--- config.mk ---
export PLATFORM = sky130hd
export DESIGN_NAME = pmc_ctrl
export DESIGN_NICKNAME = d
export VERILOG_FILES = /design/src/shared/pmc_pkg.sv /design/src/hw/pmc_dom_switch.sv /design/src/hw/pmc_ctrl.sv
export SDC_FILE = /design/constraint.sdc
export NUM_CORES = 1
export LEC_CHECK = 0
export BUFFER_PORTS_ARGS = -buffer_cell sky130_fd_sc_hd__buf_2
export CORE_MARGIN = 5
export CORE_UTILIZATION = 50
export CTS_CLUSTER_DIAMETER = 50
export DETAILED_ROUTE_END_ITERATION = 12
export GPL_TIMING_DRIVEN = 1
export PLACE_DENSITY = 0.72
export SLEW_MARGIN = 15
export SYNTH_ARGS = -nofsm -noshare
export SYNTH_HDL_FRONTEND = slang
export SYNTH_SLANG_ARGS = --single-unit
--- constraint.sdc ---
create_clock -name ref_clk_in -period 4.99 [get_ports ref_clk_in]
set_input_delay 0.998 -clock ref_clk_in [delete_from_list [all_inputs] [get_ports ref_clk_in]]
set_output_delay 0.998 -clock ref_clk_in [all_outputs]
set_load 0.05 [all_outputs]
--- src/shared/pmc_pkg.sv ---
// Constants, types and states of the power mode and domain controller
package pmc_pkg;

    // ------------------------------------------------------------
    // Clock and timing
    // ------------------------------------------------------------
    localparam int CLK_PERIOD_NS = 8;
    // Wait after a domain switch closes before isolation is released
    localparam int PWR_SETTLE_NS = 200;
    localparam int PWR_SETTLE_CYC = (PWR_SETTLE_NS + CLK_PERIOD_NS - 1) / CLK_PERIOD_NS;
    // Length of the hardware reset raised on a reset-on-wake
    localparam int HW_RST_HOLD_NS = 1000;
    localparam int HW_RST_HOLD_CYC = (HW_RST_HOLD_NS + CLK_PERIOD_NS - 1) / CLK_PERIOD_NS;

    // ------------------------------------------------------------
    // Domain indices of the gated switch array
    // ------------------------------------------------------------
    localparam int DOM_SYS = 0;
    localparam int DOM_PER = 1;
    localparam int DOM_DBG = 2;
    localparam int DOM_RAD = 3;
    localparam int DOM_RR1 = 4;
    localparam int DOM_RR2 = 5;
    localparam int DOM_RR3 = 6;
    localparam int DOM_RR4 = 7;
    localparam int DOM_SR = 8;
    localparam int DOM_NUM = 9;

    // ------------------------------------------------------------
    // Field positions and widths
    // ------------------------------------------------------------
    localparam int DEEP_SLEEP_BIT_POS = 2;
    localparam int CPU_SCR_W = 8;
    localparam int RADIO_RET_W = 11;
    localparam int EXCHANGE_MEMORY_MAP_W = 4;
    localparam int OTP_WC_W = 14;
    localparam logic [OTP_WC_W-1:0] OTP_WC_RESET = 14'h0000;

    // Software-programmed domain switches
    typedef struct packed {
        logic per;
        logic rad;
        logic [3:0] rr;
    } pmc_dom_en_t;

    // Register fields kept alive across gated sleep
    typedef struct packed {
        logic [RADIO_RET_W-1:0] radio_ctrl;
        logic debug_freeze_enable;
        logic [EXCHANGE_MEMORY_MAP_W-1:0] exchange_memory_map;
    } pmc_ret_t;

    localparam pmc_ret_t RET_RESET = '0;

    // Controller states, Gray coded from active through gate-off, gated and wake-on to mirror
    typedef enum logic [2:0] {
        ST_ACTIVE = 3'b000,
        ST_GATE_OFF = 3'b001,
        ST_GATED = 3'b011,
        ST_WAKE_ON = 3'b010,
        ST_MIRROR = 3'b110,
        ST_HW_RESET = 3'b111,
        ST_SLEEP = 3'b100
    } pmc_state_t;

endpackage : pmc_pkg

--- src/hw/pmc_dom_switch.sv ---
// One gated power domain: switch enable and isolation sequencing
`timescale 1ns/10ps
module pmc_dom_switch
    import pmc_pkg::*;
#(
    parameter int SETTLE_CYC = PWR_SETTLE_CYC
) (
    input wire logic ref_clk_in,
    input wire logic rst_in,
    input wire logic on_req_in,
    output logic pwr_en_out,
    output logic iso_out,
    output logic busy_out
);

    localparam int CW = $clog2(SETTLE_CYC + 1);
    logic [CW-1:0] cnt;

    // ------------------------------------------------------------
    // Isolate before cutting power, release only once stable
    // ------------------------------------------------------------
    always_ff @(posedge ref_clk_in or posedge rst_in) begin
        if (rst_in) begin
            pwr_en_out <= 1'b1;
            iso_out <= 1'b0;
            cnt <= '0;
        end else if (on_req_in && !pwr_en_out) begin
            pwr_en_out <= 1'b1; // Iso stays high while it powers up
            cnt <= CW'(SETTLE_CYC - 1);
        end else if (on_req_in && iso_out) begin
            if (cnt == '0) begin
                iso_out <= 1'b0;
            end else begin
                cnt <= cnt - 1'b1;
            end
        end else if (!on_req_in && pwr_en_out && !iso_out) begin
            iso_out <= 1'b1;
        end else if (!on_req_in && pwr_en_out) begin
            pwr_en_out <= 1'b0;
        end
    end

    // Domain has not yet reached what is requested
    assign busy_out = on_req_in ? (!pwr_en_out || iso_out) : pwr_en_out;
endmodule : pmc_dom_switch

--- src/hw/pmc_ctrl.sv ---
// Power mode and power domain controller top level
`timescale 1ns/10ps
// ----------------------------------------------------------------
// Functional notes
// - Active mode keeps every needed domain on, no gating.
// - Plain sleep gates nothing; system on, peripheral and radio as set.
// - Extended sleep keeps always-on, enabled retention banks, system RAM; peripheral and radio as set.
// - Deep sleep keeps always-on and enabled retention banks; peripheral and radio as set.
// - Wake from deep sleep mirrors OTP into RAM unless reset-on-wake is set; extended skips it.
// - Gated sleep turns system and debug off; system RAM on only extended.
// - Gated sleep switches off bandgap, DC-DC, oscillators, ADC, regulators.
// - Always-on domain stays powered at all times.
// - System domain is powered in every state except gate-off and gated sleep, also during wake, mirror and reset.
// - Peripheral domain can be switched off when its work is done.
// - Separate domains gate debug logic and radio digital with link core.
// - Four retention banks of 2, 3, 2 and 1 kB switch independently.
// - System-RAM domain powers only the 42 kB RAM, retained not accessible.
// - Retention keeps radio control fields, debug freeze and memory map.
// - OTP copy word count keeps its value through every sleep.
// - All always-on range registers keep contents through all sleeps.
// - Peripheral range registers are lost when peripheral domain is off.
// - Wake skips boot code; a hardware sequencer copies using retained count.
// - Reset-on-wake raises hardware reset when waking from gated sleep.
// ----------------------------------------------------------------
module pmc_ctrl
    import pmc_pkg::*;
#(
    parameter int SETTLE_CYC = PWR_SETTLE_CYC,
    parameter int RST_HOLD_CYC = HW_RST_HOLD_CYC
) (
    input wire logic ref_clk_in,
    input wire logic rst_in,
    input wire logic cpu_sleeping_in,
    input wire logic [CPU_SCR_W-1:0] cpu_sleep_control_register_in,
    input wire logic keep_sysram_bit_in,
    input wire logic reset_after_wake_bit_in,
    input wire logic wake_event_in,
    input wire pmc_dom_en_t dom_enable_in,
    input wire logic ret_wr_in,
    input wire pmc_ret_t ret_data_in,
    input wire logic otp_wc_wr_in,
    input wire logic [OTP_WC_W-1:0] otp_wc_data_in,
    input wire logic copy_ack_in,
    output pmc_state_t mode_out,
    output logic always_on_domain_out,
    output logic [DOM_NUM-1:0] dom_pwr_out,
    output logic [DOM_NUM-1:0] dom_iso_out,
    output logic analog_en_out,
    output logic cpu_run_out,
    output logic hw_reset_out,
    output logic per_regs_clear_out,
    output pmc_ret_t ret_fields_out,
    output logic [OTP_WC_W-1:0] otp_copy_word_count_out,
    output logic copy_req_out,
    output logic [OTP_WC_W-1:0] copy_addr_out
);

    // ------------------------------------------------------------
    // Declarations
    // ------------------------------------------------------------
    localparam int RCW = $clog2(RST_HOLD_CYC + 1);

    pmc_state_t state;
    pmc_state_t next_state;
    logic mode_ext;
    logic deep_req;
    logic [DOM_NUM-1:0] dom_req;
    logic [DOM_NUM-1:0] dom_busy;
    logic all_settled;
    logic [RCW-1:0] rst_cnt;
    logic copy_last;
    logic cpu_domains_on;

    // Gated sleep request: processor asleep with its deep-sleep bit set
    assign deep_req = cpu_sleeping_in &&
        cpu_sleep_control_register_in[DEEP_SLEEP_BIT_POS];
    assign all_settled = ~|dom_busy;
    assign copy_last = copy_ack_in && (copy_addr_out == otp_copy_word_count_out - 1'b1);

    // ------------------------------------------------------------
    // Mode sequencer
    // ------------------------------------------------------------
    always_comb begin
        next_state = state;
        case (state)
            ST_ACTIVE: begin
                if (deep_req) begin
                    next_state = ST_GATE_OFF;
                end else if (cpu_sleeping_in) begin
                    next_state = ST_SLEEP;
                end
            end
            ST_SLEEP: begin
                if (deep_req) begin
                    next_state = ST_GATE_OFF;
                end else if (wake_event_in || !cpu_sleeping_in) begin
                    next_state = ST_ACTIVE;
                end
            end
            ST_GATE_OFF: begin
                if (all_settled) begin
                    next_state = ST_GATED;
                end
            end
            ST_GATED: begin
                if (wake_event_in) begin
                    next_state = reset_after_wake_bit_in ? ST_HW_RESET : ST_WAKE_ON;
                end
            end
            ST_WAKE_ON: begin
                if (all_settled) begin
                    // Deep sleep lost RAM, so mirror; extended kept it
                    next_state = mode_ext ? ST_ACTIVE : ST_MIRROR;
                end
            end
            ST_MIRROR: begin
                if (otp_copy_word_count_out == '0 || copy_last) begin
                    next_state = ST_ACTIVE;
                end
            end
            ST_HW_RESET: begin
                if (rst_cnt == '0 && all_settled) begin
                    next_state = ST_ACTIVE;
                end
            end
            default: begin
                next_state = ST_ACTIVE;
            end
        endcase
    end

    // State register
    always_ff @(posedge ref_clk_in or posedge rst_in) begin
        if (rst_in) begin
            state <= ST_ACTIVE;
        end else begin
            state <= next_state;
        end
    end

    assign mode_out = state;

    // Gated mode flavour, caught from keep-sysram at sleep entry
    always_ff @(posedge ref_clk_in or posedge rst_in) begin
        if (rst_in) begin
            mode_ext <= 1'b0;
        end else if (next_state == ST_GATE_OFF && state != ST_GATE_OFF) begin
            mode_ext <= keep_sysram_bit_in;
        end
    end

    // ------------------------------------------------------------
    // Domain requests
    // ------------------------------------------------------------
    // Processor side domains stay on outside the gated states
    assign cpu_domains_on = !(state == ST_GATE_OFF || state == ST_GATED);

    always_comb begin
        dom_req = '0;
        dom_req[DOM_SYS] = cpu_domains_on;
        dom_req[DOM_DBG] = cpu_domains_on;
        // Firmware owns these switches in every mode
        dom_req[DOM_PER] = dom_enable_in.per;
        dom_req[DOM_RAD] = dom_enable_in.rad;
        dom_req[DOM_RR4:DOM_RR1] = dom_enable_in.rr;
        // System RAM survives only extended sleep
        dom_req[DOM_SR] = cpu_domains_on || mode_ext;
    end

    // One switch with isolation per gated domain
    for (genvar d = 0; d < DOM_NUM; d++) begin : g_dom
        pmc_dom_switch #(
            .SETTLE_CYC(SETTLE_CYC)
        ) u_sw (
            .ref_clk_in(ref_clk_in),
            .rst_in(rst_in),
            .on_req_in(dom_req[d]),
            .pwr_en_out(dom_pwr_out[d]),
            .iso_out(dom_iso_out[d]),
            .busy_out(dom_busy[d])
        );
    end

    // ------------------------------------------------------------
    // Always-on, analog, processor and reset outputs
    // ------------------------------------------------------------
    always_ff @(posedge ref_clk_in or posedge rst_in) begin
        if (rst_in) begin
            always_on_domain_out <= 1'b1;
        end else begin
            always_on_domain_out <= 1'b1; // Never gated
        end
    end

    // Analog blocks drop once the gated domains are down
    always_ff @(posedge ref_clk_in or posedge rst_in) begin
        if (rst_in) begin
            analog_en_out <= 1'b1;
        end else begin
            analog_en_out <= (next_state != ST_GATED);
        end
    end

    // Processor released only in active and plain sleep modes
    always_ff @(posedge ref_clk_in or posedge rst_in) begin
        if (rst_in) begin
            cpu_run_out <= 1'b1;
        end else begin
            cpu_run_out <= (next_state == ST_ACTIVE || next_state == ST_SLEEP);
        end
    end

    // Hardware reset pulse for a reset-on-wake
    always_ff @(posedge ref_clk_in or posedge rst_in) begin
        if (rst_in) begin
            hw_reset_out <= 1'b0;
            rst_cnt <= '0;
        end else if (state == ST_GATED && next_state == ST_HW_RESET) begin
            hw_reset_out <= 1'b1;
            rst_cnt <= RCW'(RST_HOLD_CYC - 1);
        end else if (state == ST_HW_RESET && rst_cnt != '0) begin
            rst_cnt <= rst_cnt - 1'b1;
        end else begin
            hw_reset_out <= 1'b0;
        end
    end

    // Peripheral registers cleared while their domain is unpowered
    always_ff @(posedge ref_clk_in or posedge rst_in) begin
        if (rst_in) begin
            per_regs_clear_out <= 1'b0;
        end else begin
            per_regs_clear_out <= !dom_pwr_out[DOM_PER];
        end
    end

    // ------------------------------------------------------------
    // Retained registers, held in the always-on domain
    // ------------------------------------------------------------
    // Only the listed fields live here; others reset with their domain
    always_ff @(posedge ref_clk_in or posedge rst_in) begin
        if (rst_in) begin
            ret_fields_out <= RET_RESET;
        end else if (ret_wr_in && cpu_run_out) begin
            ret_fields_out <= ret_data_in;
        end
    end

    // Word count for the wake mirror, kept through every sleep
    always_ff @(posedge ref_clk_in or posedge rst_in) begin
        if (rst_in) begin
            otp_copy_word_count_out <= OTP_WC_RESET;
        end else if (otp_wc_wr_in && cpu_run_out) begin
            otp_copy_word_count_out <= otp_wc_data_in;
        end
    end

    // ------------------------------------------------------------
    // Wake mirror sequencer
    // ------------------------------------------------------------
    // Request held high through the whole mirror, address steps on each acknowledge
    always_ff @(posedge ref_clk_in or posedge rst_in) begin
        if (rst_in) begin
            copy_req_out <= 1'b0;
            copy_addr_out <= '0;
        end else if (next_state == ST_MIRROR) begin
            copy_req_out <= 1'b1;
            if (state == ST_MIRROR && copy_ack_in) begin
                copy_addr_out <= copy_addr_out + 1'b1;
            end
        end else begin
            copy_req_out <= 1'b0;
            copy_addr_out <= '0;
        end
    end
endmodule : pmc_ctrl

==> results.toml, run 1 <==
[cts]
cts_inserted_buffers = 17
clock_latency_ns = 0.41
cts_hold_buffers = 0
cts.sinks = 123
clk_pin_slew_worst_paths_ns = 0.05
clockBufferDepth = 2
cts_resized = 0
post_cts_buffers = 0
cts_root_buffer = "clkbuf_16"
cts_tree = "built"
htree_levels = 4

[floorplan]
initial_core_util = 0.508
dieWidth_um = 129
die-area_mm2 = 0.0166
rows = 43
core_area_mm2 = 0.0139
dieHeight_um = 129
io_pins = 124

[timing]
fmax_mhz = 307
worst_pin_slew_ns = 1.01
rsz0062_at_grt = "false"
skew_ns = 0.00694
final-setup-viol-count = 0
slew_viol_final = 0
fin_tns_setup_ns = 0
relSlewSlack = 0.327
setup_ws_ns = 1.74
period_share = 0.652
whs_ns = 0.476
layout_min_cycle_time_ns = 3.25
hold_viol = 0

[grt]
antenna_found_initial = 0
grt_pass1_vias = 5300
grt_start_max_net_pins = 62
grt_first_pass_wirelength_um = 24800
grt_usage = 0.186
grt_overflow = 0

[route]
drc = 0
wirelength_um = 14900
vias_per_cell = 5.28
drtPass1Iterations = 5
via_count = 5386
routedWlPerCell_um = 14.6
ant_nets = 0
drtIter0Drc = 315

[worst_setup_path]
worstReg2RegStart = "otp_copy_word_count_out[0]"
r2r_end = "mode_out[2]"
crit_start = "otp_copy_word_count_out[0]"
criticalPathCategory = "register to register"
critPathRequiredTime_ns = 5.24
crit_path_end_kind = "register"
critPathCapture = "mode_out[2]"
arrival_ns = 3.51
r2r_setup_slack_ns = 1.74
worst_setup_path_start_kind = "register"
rr_worst_depth = 8
path_max_fanout = 17

[place]
port_buffers = 115
dp_hpwl_um = 10900
post_dp_cell_area_mm2 = 0.00764
gp_congestion = 0.843
place_ws_ns = 1.58

[flow_run]
maxCapViolCount = 0

[synth]
syn_area_per_cell_um2 = 9.69
synthFlopType = "dfrtp_1"
ys_types = 61
ys_ff_latch = 123
synth_area_mm2 = 0.00706
ys_async_sr_fraction = 1.00
synth_nets = 822
ys_seq_area_frac = 0.438
yosysWarnings = 0
synth_cells = 728
synth-edff-count = 0

[min_path]
hold_path.class = "register to register"
hold_start = "hw_reset_out"

[pwr]
p_per_area_mw_per_mm2 = 680
p_leak_nw = 3.77
ir_worst_vdd_uv = 312

[finish]
nets = 921
antenna_cells = 0
drive_gt1_frac = 0.246
syn_to_final_growth_pct = 17.8
design_area_mm2 = 0.00831

[status]
status = "finished clean"
cell type report:
class,instances,area (µm²)
Clock inverter,5,125
Inverter,64,243
Sequential cell,123,3090
Clock buffer,27,543
Multi-Input combinational cell,503,3490
Timing Repair Buffer,118,598
Tap cell,180,225
Fill cell,1210,5570
kinds of logic after synthesis:
group	after synthesis	synth area share
other	1	0.000531
DFF	123	0.438
buffers and inverters	102	0.0676
muxes	33	0.0523
and+or+nand+nor	242	0.173
adders and majority gates	41	0.0727
xor gates and xnor gates	64	0.0805
AOI/OAI and AO/OA	122	0.115
how the worst min path moves through the flow:
stage	to	slack, ns	cells past startpoint
final	hw_reset_out	0.48	2
after CTS	hw_reset_out	0.49	2
after detailed placement	hw_reset_out	0.47	2
after global placement	hw_reset_out	0.46	2
after floorplan	per_regs_clear_out	0.46	1
after global routing	hw_reset_out	0.51	2
worst max-delay path: stages, from the launching register on:
cell and delay [ns]:
dfrtp_1 0.51, inv_1 0.14, ha_1 0.26, inv_1 0.09, or4b_2 0.67, a211oi_1 0.25, o211ai_1 0.19, a2111oi_4 0.82
o2111ai_1 0.17
synth_stat cells, types with 4 or more instances:
cell type | count | area [µm²]
nand2b_1 | 5 | 31.3
a31oi_1 | 4 | 25.0
dfrtp_1 | 112 | 2800
ha_1 | 41 | 513
a21oi_1 | 26 | 130
inv_1 | 63 | 236
clkbuf_1 | 12 | 45.0
a211oi_1 | 13 | 97.6
dfstp_2 | 11 | 289
or4b_2 | 5 | 50.1
nor2_1 | 55 | 206
o31ai_1 | 5 | 37.5
nand4_1 | 14 | 87.6
o21ai_0 | 41 | 205
nand2_1 | 67 | 251
xor2_1 | 23 | 201
and3_1 | 16 | 100
xnor2_1 | 40 | 350
buf_4 | 20 | 150
nor2b_1 | 6 | 37.5
mux2_2 | 31 | 349
o2bb2ai_1 | 13 | 114
nor3_1 | 30 | 150
nand3b_1 | 5 | 37.5
and4_1 | 4 | 35.0
nand3_1 | 14 | 70.1
routing by layer:
layer,routed length [µm],global-route usage
met2,7490,0.307
met3,536,0.0502
met4,242,0.0618
met1,6590,0.238
met5,0,0
state kept, by name, summed over array words and instances, names as in the netlist, 3 cells and up:
signal                   cells
copy_addr_out               14
g_dom.u_sw.cnt              45
g_dom.u_sw.iso_out           9
g_dom.u_sw.pwr_en_out        9
mode_out                     3
otp_copy_word_count_out     14
ret_fields_out              16
rst_cnt                      7
cells in the final DEF (no fill, tap or decap), types with 6 or more instances in the layout:
cell	instances
a211oi_1	13
a21oi_1	26
and3_1	16
buf_2	115
clkbuf_16	17
clkbuf_8	8
dfrtp_1	112
dfstp_2	11
ha_1	41
inv_1	62
mux2_2	31
nand2_1	67
nand3_1	14
nand4_1	14
nor2_1	55
nor2b_1	6
nor3_1	30
o21ai_0	41
o2bb2ai_1	13
xnor2_1	40
xor2_1	23
per-stage QoR:
stage                     total power [mW]  cells  utilization
final                                 5.65   1020        0.599
after global routing                  6.05   1020        0.599
after detailed placement              4.30    988        0.551
after CTS                             5.70   1020        0.599
after global placement                4.23    988        0.551
after floorplan                       3.80    728            -
power breakdown:
group / leakage [nW] / total (mW) / internal, mW / switching (mW)
Clock: 0.330 / 1.37 / 0.943 / 0.422
Sequential: 1.43 / 1.80 / 1.41 / 0.398
Combinational: 2.01 / 2.48 / 0.833 / 1.65
Power figures use the tool's default switching activity.
==> inputs of run 2 (changes only) <==
PLACE_DENSITY = 0.74   (was 0.72)
clock period = 2.7 ns   (was 4.99 ns; I/O delays follow)
==> run 2 against run 1 <==
Non-clock buffer count grew 16. Wire length grew 2.4%. Count of clock-buffer cells in the layout shrank 3. Critical endpoint unchanged.
==> results.toml, run 2 (synthesis results as in run 1) <==
[status]
status = "finished clean"

[grt]
antenna_found_initial = 4
grt_start_max_net_pins = 47
grt_overflow = 0
grt_pass1_vias = 5345
grt_first_pass_wirelength_um = 25300
grt_usage = 0.190

[cts]
clk_pin_slew_worst_paths_ns = 0.05
cts_tree = "built"
cts_resized = 0
clockBufferDepth = 2
cts_root_buffer = "clkbuf_16"
post_cts_buffers = 0
cts_inserted_buffers = 17
htree_levels = 4
clock_latency_ns = 0.41
cts.sinks = 123
cts_hold_buffers = 0

[timing]
hold_viol = 0
fmax_mhz = 392
period_share = 0.945
slew_viol_final = 0
skew_ns = 0.00806
worst_pin_slew_ns = 0.646
fin_tns_setup_ns = 0
final-setup-viol-count = 0
relSlewSlack = 0.569
rsz0062_at_grt = "false"
layout_min_cycle_time_ns = 2.55

[route]
vias_per_cell = 5.31
drc = 0
ant_nets = 0
via_count = 5516
routedWlPerCell_um = 14.7
drtPass1Iterations = 4
drtIter0Drc = 417
wirelength_um = 15200

[pwr]
p_leak_nw = 3.82
ir_worst_vdd_uv = 621
internal_power_mw = 5.76
p_seq_frac = 0.321
clockPowerShare = 0.219
comb_power_share = 0.460
p_per_area_mw_per_mm2 = 1230
netSwitchingFraction = 0.446
power.switching_mw = 4.63
total_power_mw = 10.4

[worst_setup_path]
worst_setup_path_start_kind = "register"
worstReg2RegStart = "otp_copy_word_count_out[1]"
r2r_setup_slack_ns = 0.15
r2r_end = "mode_out[2]"
arrival_ns = 2.82
crit_path_end_kind = "register"
critPathRequiredTime_ns = 2.97
path_max_fanout = 17
criticalPathCategory = "register to register"
rr_worst_depth = 9

[floorplan]
die-area_mm2 = 0.0166
initial_core_util = 0.508
core_area_mm2 = 0.0139
rows = 43
dieWidth_um = 129
dieHeight_um = 129
io_pins = 124

[finish]
layout_common_cells = "buf_2, dfrtp_1, nand2_1"
final_common_cell = "buf_2"
instances_no_fill = 1038
drive_gt1_frac = 0.266
reg.largest.list = "g_dom.u_sw.cnt (45), ret_fields_out (16)"
fill_cells = 1159
syn_to_final_growth_pct = 19.7
design_area_mm2 = 0.00845
nets = 937
top_register = "g_dom.u_sw.cnt"
largest_reg_flops = 45

[min_path]
hold_path.class = "input pin to asynchronous set/reset pin"

[place]
dp_cells = 1004
gp_congestion = 0.907
port_buffers = 115
post_dp_cell_area_mm2 = 0.00785
dp_hpwl_um = 11200

[flow_run]
maxCapViolCount = 0
## run 2: cell types whose count changed in the layout (fill, tap and decap cells not counted), moves of 3 or more
cell | before | now
buf_12 | 0 | 4
clkbuf_8 | 8 | 2
clkbuf_1 | 2 | 5
dfrtp_2 | 0 | 3
buf_4 | 3 | 15
clkinv_2 | 1 | 4
dfrtp_1 | 112 | 109
## run 2: metal layers
layer | routed length, µm | GRT usage | up-vias
met1 | 6890 | 0.253 | 2641
met4 | 229 | 0.0686 | 4
met3 | 693 | 0.0560 | 23
met5 | 20 | 0 | -
met2 | 7380 | 0.298 | 113
li1 | - | - | 2735
## run 2: how the worst max path moves through the flow
stage | slack, ns | end | start
2_1_floorplan | 0.02 | copy_addr_out[0] | mode_out[0]
3_3_place_gp | 0.22 | mode_out[2] | otp_copy_word_count_out[1]
3_5_place_dp | 0.18 | mode_out[2] | otp_copy_word_count_out[1]
4_1_cts | 0.15 | copy_addr_out[10] | mode_out[2]
5_1_grt | 0.03 | mode_out[2] | otp_copy_word_count_out[1]
6_report | 0.15 | mode_out[2] | otp_copy_word_count_out[1]
## run 2: final cells by class
type	count	area, µm²	area share
Sequential cell	123	3100	0.366
Clock buffer	24	472	0.0558
Clock inverter	8	118	0.0139
Multi-Input combinational cell	503	3520	0.416
Timing Repair Buffer	134	768	0.0909
Antenna cell	2	5.00	0.000592
Tap cell	180	225	0.0267
Inverter	64	249	0.0295
## run 2: power groups by stage
stage                     Combinational [mW]  Sequential (mW)  Clock, mW
after floorplan                         2.97             4.10          0
after global placement                  4.67             3.31          0
after detailed placement                4.76             3.34          0
after CTS                               4.81             3.32       2.32
after global routing                    5.28             3.45       2.40
final                                   4.78             3.33       2.27
## run 2: worst max-delay path, cell delays in order, from the launching register on
cell and delay (ns):
dfrtp_2 0.49, inv_4 0.09, ha_4 0.16, inv_1 0.07, or4b_4 0.54, a211oi_2 0.22, o211ai_1 0.18, a2111oi_4 0.36
buf_12 0.19, o2111ai_1 0.10
## run 2: metrics by stage
| step | setup slack [ns] | utilization | hold WS (ns) |
|---|---|---|---|
| 2_1_floorplan | 0.0197 | - | 0.463 |
| 3_3_place_gp | 0.222 | 0.565 | 0.481 |
| 3_5_place_dp | 0.180 | 0.565 | 0.490 |
| 4_1_cts | 0.151 | 0.608 | 0.208 |
| 5_1_grt | 0.0314 | 0.609 | 0.241 |
| 6_report | 0.150 | 0.609 | 0.208 |
==> inputs of run 3 (changes only) <==
==> constraint.sdc (replaced) <==
create_clock -name ref_clk_in -period 2.7 [get_ports ref_clk_in]
set_input_delay 0.27 -clock ref_clk_in [delete_from_list [all_inputs] [get_ports ref_clk_in]]
set_output_delay 0.27 -clock ref_clk_in [all_outputs]
set_load 0.05 [all_outputs]
==> run 3 against run 2 <==
Cell count shrank 0.67%. Critical path depth is the same. Sequential cell count is the same. Wire length grew 2.2%. Global-route usage shrank 0.052 points. Clock power shrank 2%. Critical endpoint unchanged.
==> results.toml, run 3 (synthesis results as in run 1) <==
[min_path]
holdPathEnd = "otp_copy_word_count_out[0]"
hold_path.class = "input pin to register"
hold_start = "otp_wc_data_in[0]"
hold_depth = 2

[timing]
whs_ns = 0.0936
fin_tns_setup_ns = 0
slew_viol_final = 0
relSlewSlack = 0.573
hold_viol = 0
skew_ns = 0.0127
rsz0062_at_grt = "false"
worst_pin_slew_ns = 0.639
final-setup-viol-count = 0
layout_min_cycle_time_ns = 2.51
period_share = 0.930
fmax_mhz = 398

[pwr]
ir_worst_vdd_uv = 593
total_power_mw = 10.3
p_per_area_mw_per_mm2 = 1230
p_leak_nw = 3.80

[worst_setup_path]
crit_path_end_kind = "register"
worst_setup_path_start_kind = "register"
cpMaxStageDelayCell = "or4b_4"
critPathMaxStageDelay_ns = 0.53
critPathRequiredTime_ns = 2.96
rr_worst_depth = 9
r2r_setup_slack_ns = 0.19
cp_cell_sequence = "inv_4 > ha_4 > inv_1 > or4b_4 > a211oi_2 > o211ai_1 > a2111oi_4 > buf_6 > o2111ai_1"
r2r_end = "mode_out[2]"
path_max_fanout = 17
criticalPathCategory = "register to register"
worstReg2RegStart = "otp_copy_word_count_out[1]"
arrival_ns = 2.77

[grt]
antenna_found_initial = 3
grt_first_pass_wirelength_um = 25300
grt_usage = 0.190
grt_pass1_vias = 5283
grt_overflow = 0
grt_start_max_net_pins = 58

[status]
status = "finished clean"

[route]
drtIter0Drc = 358
drtPass1Iterations = 5
ant_nets = 0
routedWlPerCell_um = 15.1
drc = 0
vias_per_cell = 5.40
via_count = 5566
wirelength_um = 15600

[finish]
syn_to_final_growth_pct = 18.9
multiInputGateArea_mm2 = 0.00352
instances_no_fill = 1031
fill_cells = 1221
reg.largest.list = "g_dom.u_sw.cnt (45), ret_fields_out (16)"
top_register = "g_dom.u_sw.cnt"
antenna_cells = 0
final_common_cell = "buf_2"
fin_util = 0.604
layout_common_cells = "buf_2, dfrtp_1, nand2_1"
regArea_mm2 = 0.00310
nets = 932
drive_gt1_frac = 0.264
largest_reg_flops = 45

[floorplan]
dieHeight_um = 129
rows = 43
core_area_mm2 = 0.0139
die-area_mm2 = 0.0166
io_pins = 124
initial_core_util = 0.508
dieWidth_um = 129

[cts]
cts.sinks = 123
htree_levels = 4
clock_latency_ns = 0.41
cts_inserted_buffers = 17
clockBufferDepth = 2
clk_pin_slew_worst_paths_ns = 0.06
cts_root_buffer = "clkbuf_16"
cts_tree = "built"

[place]
dp_cells = 998
dp_hpwl_um = 11200
gp_congestion = 0.910
port_buffers = 115

[flow_run]
maxCapViolCount = 0
## run 3: cell types whose count changed in the layout (fill, tap and decap cells not counted), sizes merged
| cell | before | now |
|---|---|---|
| dlygate4sd3 | 0 | 1 |
| buf | 134 | 128 |
| diode | 2 | 0 |
| clkinv | 4 | 6 |
| bufinv | 3 | 2 |
| clkinvlp | 2 | 1 |
## run 3: repair_timing
action,CTS,global route
endpoints found under the setup margin,0,16
hold endpoints to repair,19,0
resized for setup,0,3
setup buffers,0,0
hold buffers,1,0
## run 3: stage by stage
| stage | setup WS (ns) | cell area [µm²] |
|---|---|---|
| after floorplan | 0.0197 | 7100 |
| after global placement | 0.200 | 7780 |
| after detailed placement | 0.136 | 7780 |
| after CTS | 0.127 | 8370 |
| after global routing | 0.0326 | 8390 |
| final | 0.189 | 8390 |
## run 3: critical path, delay by kind of cell, from the launching register on
kind | cells | cell delay, ns
adders and majority gates | 1 | 0.15
AOI/OAI and AO/OA | 4 | 0.83
buffers and inverters | 3 | 0.38
DFF | 1 | 0.47
and+or+nand+nor | 1 | 0.53
## run 3: how the worst max path moves through the flow
stage / from / slack (ns) / end / cells past startpoint
after floorplan: mode_out[0] / 0.02 / copy_addr_out[0] / 9
after global placement: otp_copy_word_count_out[1] / 0.20 / mode_out[2] / 9
after detailed placement: mode_out[2] / 0.14 / copy_addr_out[7] / 8
after CTS: mode_out[2] / 0.13 / copy_addr_out[7] / 8
after global routing: otp_copy_word_count_out[1] / 0.03 / mode_out[2] / 9
final: otp_copy_word_count_out[1] / 0.19 / mode_out[2] / 9
## run 3: area by class of cell
| class | instances | share of cell area |
|---|---|---|
| Clock inverter | 8 | 0.0107 |
| Sequential cell | 123 | 0.369 |
| Multi-Input combinational cell | 503 | 0.420 |
| Inverter | 64 | 0.0297 |
| Tap cell | 180 | 0.0269 |
| Clock buffer | 24 | 0.0586 |
| Timing Repair Buffer | 129 | 0.0849 |
## run 3: routing by layer
| metal | GRT usage | wire length [µm] | vias up |
|---|---|---|---|
| met2 | 0.299 | 7510 | 138 |
| met4 | 0.0599 | 168 | 6 |
| met3 | 0.0619 | 890 | 19 |
| met1 | 0.250 | 6950 | 2670 |
| met5 | 0 | 39 | - |
| li1 | - | - | 2733 |
## run 3: power by group
| part | switching [mW] | internal (mW) | total (mW) |
|---|---|---|---|
| clock network | 0.783 | 1.45 | 2.23 |
| registers | 0.722 | 2.60 | 3.32 |
| logic | 3.13 | 1.63 | 4.76 |
| total | 4.63 | 5.68 | 10.3 |
